<file path="src/hdl/cpw_pkg.sv">
// Package of constants, types and register map for the charge port wake control block.
package cpw_pkg;
  localparam int unsigned CLK_HZ = 40000000;
  localparam int unsigned TICK_HZ = 1000;
  localparam int unsigned TICK_DIV = CLK_HZ / TICK_HZ;
  localparam int unsigned LOW_LEVEL_MS = 1200;
  localparam int unsigned LOW_LEVEL_TICKS = LOW_LEVEL_MS * TICK_HZ / 1000;
  localparam int unsigned FS_MEMO_S = 60;
  localparam int unsigned FS_MEMO_TICKS = FS_MEMO_S * TICK_HZ;
  localparam int unsigned IDLE_LOAD_S = 15;
  localparam int unsigned IDLE_LOAD_TICKS = IDLE_LOAD_S * TICK_HZ;
  localparam int unsigned DISCHARGE_S = 2;
  localparam int unsigned DISCHARGE_TICKS = DISCHARGE_S * TICK_HZ + 1;
  localparam int unsigned TICK_CNT_W = 20;
  localparam logic [2:0] MODE_CDP = 3'h7;
  localparam logic [2:0] MODE_STANDARD_PORT_VARIANT_ONE = 3'h2;
  localparam logic [2:0] MODE_SDP1B = 3'h6;
  localparam logic [2:0] MODE_AUTO = 3'h3;
  localparam logic [3:0] MODE_PWAKE = 4'h3;
  localparam logic [7:0] ADDR_CTRL = 8'h00;
  localparam logic [7:0] ADDR_STATE = 8'h04;
  localparam logic [7:0] ADDR_IRQ_STAT = 8'h08;
  localparam logic [7:0] ADDR_IRQ_MASK = 8'h0c;
  localparam logic [31:0] CTRL_RESET = 32'h0000_0001;
  localparam int unsigned EV_LS = 0;
  localparam int unsigned EV_FS = 1;
  localparam int unsigned EV_HS = 2;
  localparam int unsigned EV_PW_REL = 3;
  localparam int unsigned EV_PW_ASRT = 4;
  localparam int unsigned EV_W = 5;
  typedef enum logic [1:0] {
    CPW_AUTO_IDLE = 2'b00,
    CPW_AUTO_LOW = 2'b01,
    CPW_AUTO_SHORT = 2'b10
  } cpw_auto_t;
  typedef enum logic [1:0] {
    CPW_PW_OFF = 2'b00,
    CPW_PW_CHARGE = 2'b01,
    CPW_PW_IDLE = 2'b10,
    CPW_PW_DISCH = 2'b11
  } cpw_pw_t;
  typedef struct packed {
    logic short_lines;
    logic pull_low_level;
    logic lines_connected;
    logic discharge;
    logic limit_55ma;
    logic limit_high;
  } cpw_port_ctl_t;
endpackage : cpw_pkg

</file>
<file path="src/hdl/cpw_ctrl.sv">
// Charge port wake control: auto charge step, wake on USB recognition, power wake and APB registers.
//
// Behaviour
// - In auto dedicated charge mode the lines are shorted and held at the low level for a fixed time, then only shorted.
// - The lines stay connected for wake only on mode changes 111 to 011 and 010 to 011, whatever the limit select.
// - A 110 to 011 change gives no wake connection, and a passing 111 leads to output discharge and the 111 state.
// - In standard or charging downstream modes an idle high D- means low speed, an idle high D+ means full speed.
// - A D+ attach whose D+ later falls is taken as high speed and never as a full speed wake source.
// - After a wake event no deadline applies to the return of the mode pins from auto mode.
// - Power wake runs only in setting 0011 and holds status low while a load charges.
// - In power wake, current under 45 mA for over 15 s selects the 55 mA limit and releases status high.
// - In the released state a load that hits the 55 mA limit drives status low again.
// - After status is driven low again the output is discharged over 2 s, then the high limit is used.
//
// Our own choices: the APB slave port and the placing of the registers.
`timescale 1ns/1ps
`default_nettype none
module cpw_ctrl import cpw_pkg::*; #(
  parameter int unsigned TICK_DIVIDE = TICK_DIV,
  parameter int unsigned LOW_TICKS = LOW_LEVEL_TICKS,
  parameter int unsigned MEMO_TICKS = FS_MEMO_TICKS,
  parameter int unsigned IDLE_TICKS = IDLE_LOAD_TICKS,
  parameter int unsigned DISCH_TICKS = DISCHARGE_TICKS
) (
  input wire logic ref_clk,
  input wire logic rst,
  input wire logic mode_select_pin_a,
  input wire logic mode_select_pin_b,
  input wire logic mode_select_pin_c,
  input wire logic limit_select_input,
  input wire logic dp_high,
  input wire logic dm_high,
  input wire logic load_below_45ma,
  input wire logic load_at_55ma_limit,
  input wire logic psel,
  input wire logic penable,
  input wire logic pwrite,
  input wire logic [7:0] paddr,
  input wire logic [31:0] pwdata,
  output logic [31:0] prdata,
  output logic pready,
  output logic pslverr,
  output cpw_port_ctl_t port_ctl,
  output logic status_n,
  output logic irq
);
  logic [3:0] pins_s1_reg;
  logic [3:0] pins_reg;
  logic [1:0] lines_s1_reg;
  logic [1:0] lines_reg;
  logic [2:0] mode_reg;
  logic [2:0] mode_prev_reg;
  logic [3:0] setting;
  logic tick;
  logic [TICK_CNT_W-1:0] auto_cnt_reg;
  logic [TICK_CNT_W-1:0] memo_cnt_reg;
  logic [TICK_CNT_W-1:0] pw_cnt_reg;
  cpw_auto_t auto_reg;
  cpw_pw_t pw_reg;
  logic ls_seen_reg;
  logic fs_seen_reg;
  logic hs_seen_reg;
  logic fs_valid_reg;
  logic wake_hold_reg;
  logic disch_111_reg;
  logic std_mode;
  logic [31:0] ctrl_reg;
  logic [EV_W-1:0] irq_stat_reg;
  logic [EV_W-1:0] irq_mask_reg;
  logic [EV_W-1:0] events;
  logic wr_en;
  logic rd_en;
  logic [31:0] rdata_next;

  // Pins come from another domain, so two flops precede any logic.
  always_ff @(posedge ref_clk) begin
    if (rst) begin
      pins_s1_reg <= 4'h0;
      pins_reg <= 4'h0;
      lines_s1_reg <= 2'h0;
      lines_reg <= 2'h0;
    end else begin
      pins_s1_reg <= {mode_select_pin_a, mode_select_pin_b, mode_select_pin_c, limit_select_input};
      pins_reg <= pins_s1_reg;
      lines_s1_reg <= {dp_high, dm_high};
      lines_reg <= lines_s1_reg;
    end
  end

  // The setting reads as the three mode pins followed by the limit select, so power wake is 001 with limit high.
  assign setting = pins_reg;

  cpw_tick #(.DIV(TICK_DIVIDE)) u_tick (
    .ref_clk(ref_clk),
    .rst(rst),
    .tick(tick)
  );

  always_ff @(posedge ref_clk) begin
    if (rst) begin
      mode_reg <= 3'h0;
      mode_prev_reg <= 3'h0;
    end else begin
      mode_prev_reg <= mode_reg;
      mode_reg <= pins_reg[3:1];
    end
  end

  assign std_mode = (mode_reg == MODE_CDP) || (mode_reg == MODE_STANDARD_PORT_VARIANT_ONE) || (mode_reg == MODE_SDP1B);

  // Auto mode low level step before the shorted scheme.
  always_ff @(posedge ref_clk) begin
    if (rst) begin
      auto_reg <= CPW_AUTO_IDLE;
      auto_cnt_reg <= '0;
    end else if (mode_reg != MODE_AUTO || wake_hold_reg) begin
      auto_reg <= CPW_AUTO_IDLE;
      auto_cnt_reg <= '0;
    end else begin
      unique case (auto_reg)
        CPW_AUTO_IDLE: begin
          auto_reg <= CPW_AUTO_LOW;
          auto_cnt_reg <= '0;
        end
        CPW_AUTO_LOW: begin
          if (tick) begin
            auto_cnt_reg <= auto_cnt_reg + 1'b1;
          end
          if (auto_cnt_reg >= TICK_CNT_W'(LOW_TICKS)) begin
            auto_reg <= CPW_AUTO_SHORT;
          end
        end
        CPW_AUTO_SHORT: begin
          auto_reg <= CPW_AUTO_SHORT;
        end
        default: begin
          auto_reg <= CPW_AUTO_IDLE;
        end
      endcase
    end
  end

  // Device recognition while in standard or charging downstream modes.
  always_ff @(posedge ref_clk) begin
    if (rst) begin
      ls_seen_reg <= 1'b0;
      fs_seen_reg <= 1'b0;
      hs_seen_reg <= 1'b0;
      fs_valid_reg <= 1'b0;
      memo_cnt_reg <= '0;
    end else if (std_mode) begin
      ls_seen_reg <= lines_reg[0] && !lines_reg[1];
      if (lines_reg[1] && !lines_reg[0] && !fs_seen_reg) begin
        fs_seen_reg <= 1'b1;
        memo_cnt_reg <= '0;
      end else if (fs_seen_reg && !lines_reg[1]) begin
        hs_seen_reg <= 1'b1;
        fs_seen_reg <= 1'b0;
        fs_valid_reg <= 1'b0;
      end else if (fs_seen_reg && tick && !fs_valid_reg) begin
        memo_cnt_reg <= memo_cnt_reg + 1'b1;
        // A full speed device is only trusted after it stayed attached long enough.
        fs_valid_reg <= (memo_cnt_reg >= TICK_CNT_W'(MEMO_TICKS - 1)) && !hs_seen_reg;
      end
      if (!lines_reg[1] && !lines_reg[0] && !fs_seen_reg) begin
        hs_seen_reg <= 1'b0;
      end
    end
  end

  // Wake hold: only 111 to 011 and 010 to 011 keep the lines; no timeout ever ends it.
  always_ff @(posedge ref_clk) begin
    if (rst) begin
      wake_hold_reg <= 1'b0;
    end else if (mode_reg == MODE_AUTO) begin
      if (mode_prev_reg != MODE_AUTO) begin
        wake_hold_reg <= ((mode_prev_reg == MODE_CDP) || (mode_prev_reg == MODE_STANDARD_PORT_VARIANT_ONE))
          && (ls_seen_reg || fs_valid_reg);
      end
    end else begin
      wake_hold_reg <= 1'b0;
    end
  end

  // A passing 111 is a real 111 command and discharges the output.
  always_ff @(posedge ref_clk) begin
    if (rst) begin
      disch_111_reg <= 1'b0;
    end else begin
      disch_111_reg <= (mode_reg == MODE_CDP) && (mode_prev_reg == MODE_SDP1B);
    end
  end

  // Power wake sequence.
  always_ff @(posedge ref_clk) begin
    if (rst) begin
      pw_reg <= CPW_PW_OFF;
      pw_cnt_reg <= '0;
    end else if (setting != MODE_PWAKE) begin
      pw_reg <= CPW_PW_OFF;
      pw_cnt_reg <= '0;
    end else begin
      unique case (pw_reg)
        CPW_PW_OFF: begin
          pw_reg <= CPW_PW_CHARGE;
          pw_cnt_reg <= '0;
        end
        CPW_PW_CHARGE: begin
          if (!load_below_45ma) begin
            pw_cnt_reg <= '0;
          end else if (pw_cnt_reg > TICK_CNT_W'(IDLE_TICKS)) begin
            pw_reg <= CPW_PW_IDLE;
            pw_cnt_reg <= '0;
          end else if (tick) begin
            pw_cnt_reg <= pw_cnt_reg + 1'b1;
          end
        end
        CPW_PW_IDLE: begin
          if (load_at_55ma_limit) begin
            pw_reg <= CPW_PW_DISCH;
            pw_cnt_reg <= '0;
          end
        end
        CPW_PW_DISCH: begin
          if (pw_cnt_reg >= TICK_CNT_W'(DISCH_TICKS)) begin
            pw_reg <= CPW_PW_CHARGE;
            pw_cnt_reg <= '0;
          end else if (tick) begin
            pw_cnt_reg <= pw_cnt_reg + 1'b1;
          end
        end
      endcase
    end
  end

  always_ff @(posedge ref_clk) begin
    if (rst) begin
      status_n <= 1'b1;
      port_ctl <= '0;
    end else begin
      status_n <= !((pw_reg == CPW_PW_CHARGE) || (pw_reg == CPW_PW_DISCH));
      // The auto state lags the mode by a cycle, so a connected port must mask it or the lines short while in use.
      port_ctl.short_lines <= (auto_reg != CPW_AUTO_IDLE) && ctrl_reg[0] && !std_mode && !wake_hold_reg;
      port_ctl.pull_low_level <= (auto_reg == CPW_AUTO_LOW) && ctrl_reg[0] && !std_mode && !wake_hold_reg;
      port_ctl.lines_connected <= std_mode || wake_hold_reg;
      port_ctl.discharge <= (pw_reg == CPW_PW_DISCH) || disch_111_reg;
      port_ctl.limit_55ma <= (pw_reg == CPW_PW_IDLE);
      port_ctl.limit_high <= (pw_reg == CPW_PW_CHARGE) || (setting != MODE_PWAKE);
    end
  end

  // Events for software; a set in the clearing cycle wins.
  assign events = {
    (pw_reg == CPW_PW_IDLE) && load_at_55ma_limit,
    (pw_reg == CPW_PW_CHARGE) && load_below_45ma && (pw_cnt_reg > TICK_CNT_W'(IDLE_TICKS)),
    std_mode && fs_seen_reg && !lines_reg[1],
    std_mode && !fs_valid_reg && fs_seen_reg && tick && (memo_cnt_reg >= TICK_CNT_W'(MEMO_TICKS - 1)),
    std_mode && !ls_seen_reg && lines_reg[0] && !lines_reg[1]
  };

  assign wr_en = psel && penable && pwrite;
  assign rd_en = psel && !penable && !pwrite;
  assign pready = 1'b1;
  assign pslverr = 1'b0;

  always_ff @(posedge ref_clk) begin
    if (rst) begin
      ctrl_reg <= CTRL_RESET;
      irq_mask_reg <= '0;
    end else if (wr_en && paddr == ADDR_CTRL) begin
      ctrl_reg <= pwdata;
    end else if (wr_en && paddr == ADDR_IRQ_MASK) begin
      irq_mask_reg <= pwdata[EV_W-1:0];
    end
  end

  always_ff @(posedge ref_clk) begin
    if (rst) begin
      irq_stat_reg <= '0;
    end else if (wr_en && paddr == ADDR_IRQ_STAT) begin
      irq_stat_reg <= (irq_stat_reg & ~pwdata[EV_W-1:0]) | events;
    end else begin
      irq_stat_reg <= irq_stat_reg | events;
    end
  end

  always_comb begin
    rdata_next = 32'h0;
    unique case (paddr)
      ADDR_CTRL: rdata_next = ctrl_reg;
      ADDR_STATE: rdata_next = {17'h0, setting, 2'h0, wake_hold_reg, fs_valid_reg, hs_seen_reg,
        ls_seen_reg, fs_seen_reg, auto_reg, pw_reg};
      ADDR_IRQ_STAT: rdata_next = {27'h0, irq_stat_reg};
      ADDR_IRQ_MASK: rdata_next = {27'h0, irq_mask_reg};
      default: rdata_next = 32'h0;
    endcase
  end

  always_ff @(posedge ref_clk) begin
    if (rst) begin
      prdata <= 32'h0;
    end else if (rd_en) begin
      prdata <= rdata_next;
    end
  end

  always_ff @(posedge ref_clk) begin
    if (rst) begin
      irq <= 1'b0;
    end else begin
      irq <= |(irq_stat_reg & irq_mask_reg);
    end
  end
endmodule : cpw_ctrl
`default_nettype wire

</file>
<file path="src/hdl/cpw_tick.sv">
// Millisecond tick divider for the charge port wake block.
`timescale 1ns/1ps
`default_nettype none
module cpw_tick import cpw_pkg::*; #(
  parameter int unsigned DIV = TICK_DIV
) (
  input wire logic ref_clk,
  input wire logic rst,
  output logic tick
);
  logic [31:0] div_reg;
  always_ff @(posedge ref_clk) begin
    if (rst || div_reg == DIV - 1) begin
      div_reg <= 32'h0;
    end else begin
      div_reg <= div_reg + 32'h1;
    end
  end
  always_ff @(posedge ref_clk) begin
    if (rst) begin
      tick <= 1'b0;
    end else begin
      tick <= (div_reg == DIV - 1);
    end
  end
endmodule : cpw_tick
`default_nettype wire

</file>
<file path="config.mk">
export PLATFORM = sky130hd
export DESIGN_NAME = cpw_ctrl
export DESIGN_NICKNAME = d
export VERILOG_FILES = /design/src/hdl/cpw_pkg.sv /design/src/hdl/cpw_ctrl.sv /design/src/hdl/cpw_tick.sv
export SDC_FILE = /design/constraint.sdc
export NUM_CORES = 1
export LEC_CHECK = 0
export ABC_AREA = 1
export BUFFER_PORTS_ARGS = -buffer_cell sky130_fd_sc_hd__clkbuf_2
export CAP_MARGIN = 20
export CELL_PAD_IN_SITES_DETAIL_PLACEMENT = 1
export CELL_PAD_IN_SITES_GLOBAL_PLACEMENT = 2
export CORE_ASPECT_RATIO = 0.6
export CORE_UTILIZATION = 35
export CTS_BUF_LIST = sky130_fd_sc_hd__clkbuf_8
export DETAILED_ROUTE_END_ITERATION = 8
export PLACE_DENSITY = 0.87
export SLEW_MARGIN = 20
export SYNTH_ARGS = -nofsm -noshare
export SYNTH_HDL_FRONTEND = slang
export SYNTH_SLANG_ARGS = --single-unit
</file>
<file path="constraint.sdc">
create_clock -name ref_clk -period 2.3 [get_ports ref_clk]
set_clock_uncertainty 0.05 [all_clocks]
set_input_delay 0.46 -clock ref_clk [delete_from_list [all_inputs] [get_ports ref_clk]]
set_output_delay 0.46 -clock ref_clk [all_outputs]
set_load 0.02 [all_outputs]
</file>
==> metrics.md, run 1 <==
| Metric | Value |
|---|---|
| Mean post-synth cell area | 6.99 um2 |
| Vias | 8977 |
| CTS Buf Count | 34 |
| CP Cell Sequence | inv_1 > ha_1 > nand2_4 > nand2_1 > nand3_1 > nor4_1 > buf_4 > nand2_1 > o21ai_0 > nor2_1 |
| Via-to-Cell Ratio | 4.84 |
| Slew margin rel. | 0.624 |
| Largest family of logic cells by synthesized area | simple AND/OR/NAND/NOR gates |
| Post-synthesis compound-gate area fraction | 0.112 |
| Area of placed instances | 0.0104 mm2 |
| Ant. Diodes | 0 |
| CP Class | register to register |
| Synth Net Count | 1429 |
| Post-route ant nets | 0 |
| Mux contribution to synthesized area | 0 |
| Worst hold path class | input pin to register |
| Layout Area Growth over Synthesis | 16.1% |
| Worst-skew pair later-pin latency | 0.54 ns |
| Filler cell count in the final layout | 3462 |
| Antenna violations before repair | 0 |
| Final worst slack | 0.277 ns |
| First-pass GRT wire length | 46000 um |
| Vias in the first global route | 8786 |
| Final period utilization | 0.880 |
| Status | finished, final reports clean |
| H-tree depth | 2 |
| Mapped Area | 0.00952 mm2 |
| Max VDD drop | 0.000367 V |
| Dpl hpwl | 21100 um |
| GR Util All Layers | 0.204 |
| Synthesized netlist cell count | 1362 |
| Root buffer cell | clkbuf_8 |
| DRT Pass-1 Iters | 5 |
| Max Cap Viol | 0 |
| F_max | 0.494 GHz |
| Largest fanout on the critical path | 8 |
| Asr flop ratio synth | 0 |
| Leakage power | 4.36 nW |
| Largest net degree at the start of global routing | 42 |
| Sequential fraction of the synthesis area | 0.427 |
| Post-synthesis adder-cell area fraction | 0.0184 |
| # hold bufs at CTS | 0 |
| Pre-CTS setup slack | 0.203 ns |
| Core box area | 0.0266 mm2 |
| Setup Buffers After CTS | 0 |
| CP Data Arrival Time | 2.38 ns |
| Post-CTS sizing | 0 |
| Synth Area in Simple Gates | 0.316 |
| Final hold violations | 0 |
| Die area | 0.0279 mm2 |
| PwrDens | 628 mW/mm2 |
| Register bit count reported by yosys | 203 |
| Actual slew at the worst max-slew pin | 0.560 ns |
| # rows | 46 |
| Die Span X | 215 um |
| CP most frequent cell | nand2_1 |
| Synth unique cells | 39 |
| Die Y | 130 um |
| Slowest CP cell | dfxtp_1 |
| Initial drt markers | 492 |
| CP Capture Type | register |
| Initial Util | 0.358 |
| Post-synth EDFFs | 0 |
| Clock-pin slew on the worst setup and hold paths | 0.06 ns |
| Final Slew Violations | 0 |
| Crit-path max cell delay | 0.30 ns |
| Final #Nets | 1539 |
| Final Power | 6.94 mW |
| # IOs | 95 |
| DRC errors left | 0 |
| Top_reg_cell synth | dfxtp_1 |
| Clock Tree Buf Depth | 3 |
| Sinks on Clock Net | 203 |
| Share of layout cells above drive strength 1 | 0.139 |
| Wirelength, routed | 28400 um |
| Setup TNS | 0 ns |
| PortBufs | 92 |
| Cell area after layout | 0.0111 mm2 |
| WL/cell | 15.3 um |
| Final setup fails | 0 |
| Ys Warns | 0 |
| Crit path launch type | register |
| Total gr overflow | 0 |
| Final core occ | 0.416 |
| CTS tree | built |
| Placer Congestion | 0.868 |
| Post-layout minimum cycle time | 2.02 ns |
| Synth Area in XOR/XNOR | 0.0285 |
| Unrepaired setup endpoints after global routing | no |
| Required time worst endpoint | 2.66 ns |
## layer usage
layer	vias up	track usage	share of wire
met3	31	0.0385	0.046
met5	-	0	0
met1	4206	0.313	0.55
met2	155	0.291	0.39
li1	4585	-	-
met4	0	0.0458	0.011
## report_power, final
part / internal, mW / switching [mW] / total [mW]
clock: 1.68 / 1.50 / 3.18
sequential: 3.53 / 0.0117 / 3.55
combinational: 0.0698 / 0.142 / 0.212
total: 5.29 / 1.66 / 6.94
## final timing paths
kind / to / startpoint / cells past startpoint / slack (ns)
max: auto_cnt_reg[14] / auto_reg[1] / 10 / 0.28
min: lines_s1_reg[0] / dm_high / 3 / 0.06
max reg2reg: auto_cnt_reg[14] / auto_reg[1] / 10 / 0.28
min reg2reg: pins_reg[0] / pins_s1_reg[0] / 2 / 0.35
## area by class of cell
type	count	area, um2	share of cell area
Clock buffer	43	592	0.0535
Clock inverter	15	67.6	0.00611
Inverter	190	713	0.0645
Multi-Input combinational cell	928	4540	0.410
Sequential cell	203	4060	0.367
Tap cell	360	450	0.0407
Timing Repair Buffer	115	633	0.0572
## per-stage QoR
| step | std cells | hold WS (ns) |
|---|---|---|
| after floorplan | 1362 | 0.338 |
| after global placement | 1796 | 0.339 |
| after detailed placement | 1796 | 0.349 |
| after CTS | 1854 | 0.0322 |
| after global routing | 1854 | 0.0630 |
| final | 1854 | 0.0619 |
## layout by cell type (no fill, tap or decap), types with 8 or more instances in the layout
cell type,instances
a21oi_1,110
buf_4,23
clkbuf_2,91
clkbuf_8,43
dfxtp_1,203
ha_1,14
inv_1,193
nand2_1,274
nand3_1,79
nand4_1,30
nor2_1,196
nor2_2,11
nor3_1,39
nor4_1,12
o21ai_0,76
xnor2_1,8
xor2_1,23
## cell usage after synthesis, types with 5 or more instances
master,count,share of area
nand2_1,274,0.11
dfxtp_1,203,0.43
nor2_1,196,0.077
inv_1,185,0.073
a21oi_1,110,0.058
nand3_1,79,0.042
o21ai_0,76,0.040
nor3_1,40,0.021
nand4_1,30,0.020
clkbuf_1,25,0.0099
xor2_1,23,0.021
ha_1,14,0.018
nor4_1,12,0.0079
nor2_2,11,0.0072
buf_2,8,0.0042
xnor2_1,8,0.0074
a211oi_1,7,0.0055
o22ai_1,7,0.0046
nand2_2,5,0.0033
nand3_2,5,0.0053
## logic make-up after synthesis
logic type      Yosys count
simple gates            676
buf+inv                 231
compound gates          205
fa+ha+maj                14
flops                   203
xor+xnor                 31
other cells               2
## worst max-delay path: cells and delay by family, from the launching register on
family                     cells  cell delay (ns)
DFF                            1             0.30
buffers and inverters          2             0.34
AOI/OAI and AO/OA              1             0.17
and+or+nand+nor                6             0.78
adders and majority gates      1             0.28
Note: power is estimated with default switching activity, not from simulation.
==> run 2: changes to the inputs <==
CORE_ASPECT_RATIO = unset   (was 0.6)
CORE_UTILIZATION = 33   (was 35)
CTS_BUF_LIST = sky130_fd_sc_hd__clkbuf_16   (was sky130_fd_sc_hd__clkbuf_8)
PLACE_DENSITY = 0.83   (was 0.87)
==> metrics.md, run 2 (synthesized netlist as in run 1, its figures left out) <==
| Metric | Value |
|---|---|
| Final Power | 7.74 mW |
| Final core occ | 0.400 |
| Ant. Diodes | 0 |
| Initial drt markers | 368 |
| GR Util All Layers | 0.183 |
| Clock network power share | 0.515 |
| Vias in the first global route | 8825 |
| Finished Layout Cells | 1855 |
| # IOs | 95 |
| Cell area after layout | 0.0112 mm2 |
| # rows | 61 |
| Largest net degree at the start of global routing | 52 |
| Leakage power | 4.39 nW |
| Worst hold path class | input pin to register |
| Via-to-Cell Ratio | 4.73 |
| Core box area | 0.0281 mm2 |
| Final Slew Violations | 0 |
| Final #Nets | 1526 |
| Die area | 0.0295 mm2 |
| Comb power frac | 0.027 |
| Largest fanout on the critical path | 14 |
| PortBufs | 92 |
| Area of placed instances | 0.0104 mm2 |
| Seq. cell area | 0.00406 mm2 |
| Final hold violations | 0 |
| Filler cell count in the final layout | 3662 |
| Vias | 8780 |
| Most frequent cells in the layout | nand2_1, dfxtp_1, nor2_1 |
| Actual slew at the worst max-slew pin | 0.569 ns |
| Final setup fails | 0 |
| Dpl hpwl | 19800 um |
| Max VDD drop | 0.000454 V |
| DRT Pass-1 Iters | 4 |
| Final period utilization | 0.832 |
| Post-layout minimum cycle time | 1.91 ns |
| Placer Congestion | 0.792 |
| F_max | 0.522 GHz |
| Die Y | 172 um |
| # hold bufs at CTS | 0 |
| Die Span X | 172 um |
| First-pass GRT wire length | 43700 um |
| Clock Tree Buf Depth | 3 |
| DRC errors left | 0 |
| Sinks on Clock Net | 203 |
| Hold slack | 0.0716 ns |
| Initial Util | 0.339 |
| CP Capture Type | register |
| Crit path launch type | register |
| Reg power frac | 0.458 |
| Share of layout cells above drive strength 1 | 0.129 |
| PwrDens | 690 mW/mm2 |
| WL/cell | 14.5 um |
| Int Power | 6.02 mW |
| Unrepaired setup endpoints after global routing | no |
| Post-CTS sizing | 0 |
| Most common cell after layout, fill and taps aside | nand2_1 |
| Final worst slack | 0.386 ns |
| Slew margin rel. | 0.620 |
| Max Cap Viol | 0 |
| Pre-CTS setup slack | 0.137 ns |
| Root buffer cell | clkbuf_16 |
| Post-route ant nets | 0 |
| Cells after DPL | 1810 |
| Wirelength, routed | 26900 um |
| CTS tree | built |
| Layout Area Growth over Synthesis | 17.9% |
| Status | finished, final reports clean |
| CP Data Arrival Time | 2.26 ns |
| Antenna violations before repair | 0 |
| Worst-skew pair later-pin latency | 0.52 ns |
| Total gr overflow | 0 |
| CTS Buf Count | 25 |
| CP Class | register to register |
| Setup TNS | 0 ns |
| Setup Buffers After CTS | 0 |
| Multi-input logic area | 0.00454 mm2 |
| H-tree depth | 1 |
| Switching Share | 0.222 |
| Clock-pin slew on the worst setup and hold paths | 0.06 ns |
| P_sw | 1.72 mW |
| Required time worst endpoint | 2.65 ns |
run 2: changes by cell type in the layout (fill, tap and decap cells not counted):
| cell | change |
|---|---|
| buf_4 | -5 |
| clkbuf_16 | +25 |
| bufinv_16 | +4 |
| clkbuf_8 | -43 |
| inv_6 | +1 |
| clkinv_1 | +4 |
| clkinvlp_4 | +1 |
| inv_1 | -3 |
| clkinv_2 | -2 |
| buf_12 | +1 |
run 2: worst max-delay path, cell delays in order, from the launching register on:
cell	delay, ns
dfxtp_1	0.40
inv_1	0.10
ha_1	0.21
nand2_1	0.06
nand2_1	0.05
nand2_1	0.06
nand2_1	0.05
nand2_1	0.05
nand2_1	0.08
nand3_1	0.08
nand2_1	0.35
nand2_1	0.18
a21oi_1	0.08
run 2: path summary, 6_finish.rpt:
| check | start | slack [ns] | to | cells past startpoint |
|---|---|---|---|---|
| max | pw_cnt_reg[0] | 0.39 | pw_cnt_reg[5] | 12 |
| min | mode_select_pin_b | 0.07 | pins_s1_reg[2] | 3 |
| max reg2reg | pw_cnt_reg[0] | 0.39 | pw_cnt_reg[5] | 12 |
| min reg2reg | lines_s1_reg[1] | 0.35 | lines_reg[1] | 2 |
run 2: power by group through the flow:
| stage | registers [mW] | clock network [mW] | logic, mW |
|---|---|---|---|
| 6_report | 3.55 | 3.99 | 0.207 |
| 5_1_grt | 3.55 | 4.25 | 0.231 |
| 4_1_cts | 3.55 | 4.11 | 0.213 |
| 3_5_place_dp | 3.63 | 0 | 0.212 |
| 3_3_place_gp | 3.62 | 0 | 0.211 |
| 2_1_floorplan | 3.62 | 0 | 0.110 |
run 2: per-layer routing:
layer	part of all wire	global-route usage	wire [um]	vias up
li1	-	-	-	4544
met1	0.48	0.236	12800	4104
met2	0.48	0.321	12800	94
met3	0.028	0.0252	743	38
met4	0.021	0.0419	572	0
met5	0	0	0	-
run 2: cell type report:
cell class | count | area share
well taps | 378 | 0.0421
flip-flops and latches | 203 | 0.362
multi-input cells | 928 | 0.404
clock buffers | 25 | 0.0557
repair buffers | 111 | 0.0548
clock inverters | 20 | 0.0176
inverters | 190 | 0.0635
==> run 3: changes to the inputs <==
ABC_AREA = 0   (was 1)
CORE_UTILIZATION = 32   (was 33)
PLACE_DENSITY = 0.8   (was 0.83)
clock period = 1.6 ns   (was 2.3 ns; I/O delays follow)
==> metrics.md, run 3 <==
| Metric | Value |
|---|---|
| Synthesized netlist cell count | 1021 |
| Total gr overflow | 0 |
| Crit path launch type | register |
| Die Y | 166 um |
| CP Class | register to register |
| CP Capture Type | register |
| # IOs | 95 |
| Layout Area Growth over Synthesis | 52.5% |
| First-pass GRT wire length | 45800 um |
| Post-synth EDFFs | 0 |
| # rows | 59 |
| Leakage power | 5.12 nW |
| PortBufs | 92 |
| Core box area | 0.0263 mm2 |
| CP Cell Sequence | or4bb_4 > nor4_4 > buf_4 > a32o_4 > a21oi_2 > a31oi_1 |
| Top_reg_cell synth | dfxtp_1 |
| H-tree depth | 1 |
| Clock Tree Buf Depth | 3 |
| Ant. Diodes | 0 |
| Top cells by count, synth | dfxtp_1, nand2_1, nor2_1 |
| Die Span X | 166 um |
| Post-route ant nets | 0 |
| Failing checks | DRC, setup timing |
| Synth top area share | 0.470 |
| Die area | 0.0277 mm2 |
| Mapped Area | 0.00865 mm2 |
| Most frequent cells in the layout | buf_4, dfxtp_1, nand2_1 |
| Final hold violations | 0 |
| Final period utilization | 1.32 |
| Most common cell after layout, fill and taps aside | buf_4 |
| Worst hold path class | input pin to register |
| Synth unique cells | 66 |
| Vias in the first global route | 9072 |
| Yosys top cell by area | dfxtp_1 |
| Hold path depth | 3 |
| Largest fanout on the critical path | 5 |
| Max VDD drop | 0.000748 V |
| Multi-input logic area | 0.00509 mm2 |
| Synth Net Count | 1088 |
| PwrDens | 834 mW/mm2 |
| Ys Warns | 0 |
| Antenna violations before repair | 0 |
| Vias | 8568 |
| Initial drt markers | 352 |
| Area of placed instances | 0.0110 mm2 |
| CTS Buf Count | 24 |
| CTS tree | built |
| Mean post-synth cell area | 8.48 um2 |
| Initial Util | 0.329 |
| Status | finished, violations left |
| Max Cap Viol | 0 |
| Seq. cell area | 0.00411 mm2 |
| Final worst slack | -0.510 ns |
| Sequential fraction of the synthesis area | 0.470 |
| Largest net degree at the start of global routing | 77 |
| Sinks on Clock Net | 203 |
| Share of layout cells above drive strength 1 | 0.397 |
| Dpl hpwl | 18500 um |
| CP Data Arrival Time | 2.48 ns |
| Clock-pin slew on the worst setup and hold paths | 0.07 ns |
| Final #Nets | 1419 |
| Synth area leaders | dfxtp_1, nand2_1, nor2_1, a21oi_1, nand3_1 |
| Via-to-Cell Ratio | 5.03 |
| Most frequent cell after synthesis | dfxtp_1 |
| Placer Congestion | 0.790 |
| Cells after DPL | 1594 |
| DRT Pass-1 Iters | 6 |
| F_max | 0.474 GHz |
| Unrepaired setup endpoints after global routing | yes |
| Crit-path max cell delay | 0.60 ns |
| Final Power | 11.0 mW |
| Wirelength, routed | 29600 um |
| R2R depth | 6 |
| WL/cell | 17.4 um |
| Asr flop ratio synth | 0 |
| Register bit count reported by yosys | 203 |
| Required time worst endpoint | 1.97 ns |
| Worst-skew pair later-pin latency | 0.53 ns |
| GR Util All Layers | 0.200 |
| Filler cell count in the final layout | 3019 |
| Cell area after layout | 0.0132 mm2 |
| DRC errors left | 2 |
| Post-layout minimum cycle time | 2.11 ns |
| Final core occ | 0.502 |
| Slowest CP cell | or4bb_4 |
| Final Slew Violations | 0 |
| Root buffer cell | clkbuf_16 |
| Final setup fails | 71 |
| Finished Layout Cells | 1703 |
==> run 3: cell families after synthesis <==
kind of cell    after synthesis  share of synthesized area
compound gates              162                      0.113
xor+xnor                     52                     0.0526
fa+ha+maj                    14                     0.0202
buf+inv                      67                     0.0337
flops                       203                      0.470
mux                          23                     0.0295
other cells                   2                   0.000868
simple gates                498                      0.281
==> run 3: per-stage QoR <==
stage / worst slack (ns) / TNS (ns) / hold slack [ns]
finish: -0.510 / -22.61 / 0.0141
global placement: -0.449 / -30.86 / 0.367
global route: -0.587 / -27.71 / 0.0265
CTS: -0.433 / -19.28 / 0.00147
floorplan: -0.289 / -15.38 / 0.354
detailed placement: -0.586 / -37.83 / 0.379
==> run 3: final timing paths <==
path,from,to,slack [ns]
worst max register to register,pins_reg[2],pw_cnt_reg[11],-0.51
worst min register to register,pins_s1_reg[0],pins_reg[0],0.39
worst min-delay path,pwdata[0],ctrl_reg[0],0.01
worst max-delay path,pins_reg[2],pw_cnt_reg[11],-0.51
==> run 3: power breakdown <==
part           total [mW]  internal, mW  switching, mW
Sequential           5.10          5.08         0.0182
Clock                5.43          3.20           2.23
Combinational       0.473         0.222          0.251
Total                11.0          8.51           2.50
==> run 3: final cells by class <==
cell class | instances | area share
tap | 335 | 0.0318
sequential | 203 | 0.312
clock buffer | 24 | 0.0455
inverter | 19 | 0.00597
timing repair buffer | 351 | 0.206
clock inverter | 18 | 0.0129
multi-input combinational | 753 | 0.386
==> run 3: worst max-delay path: cells and delay by family (launching register included) <==
| kind | cells | cell delay [ns] |
|---|---|---|
| AOI/OAI and AO/OA | 3 | 0.45 |
| buffers and inverters | 1 | 0.19 |
| DFF | 1 | 0.34 |
| and+or+nand+nor | 2 | 0.98 |
==> run 3: repair_timing <==
item | CTS | global route
cloned | 3 | 1
setup buffers | 19 | 13
resized for setup | 109 | 95
hold buffers | 32 | 0
setup endpoints to repair | 86 | 89
pin swaps | 56 | 50
hold endpoints to repair | 32 | 0
==> run 3: routing by layer <==
metal	routed length, um	GRT usage	vias up
met3	996	0.0318	59
met2	14800	0.357	134
met5	0	0	-
met4	852	0.0491	0
met1	12900	0.249	4169
li1	-	-	4206
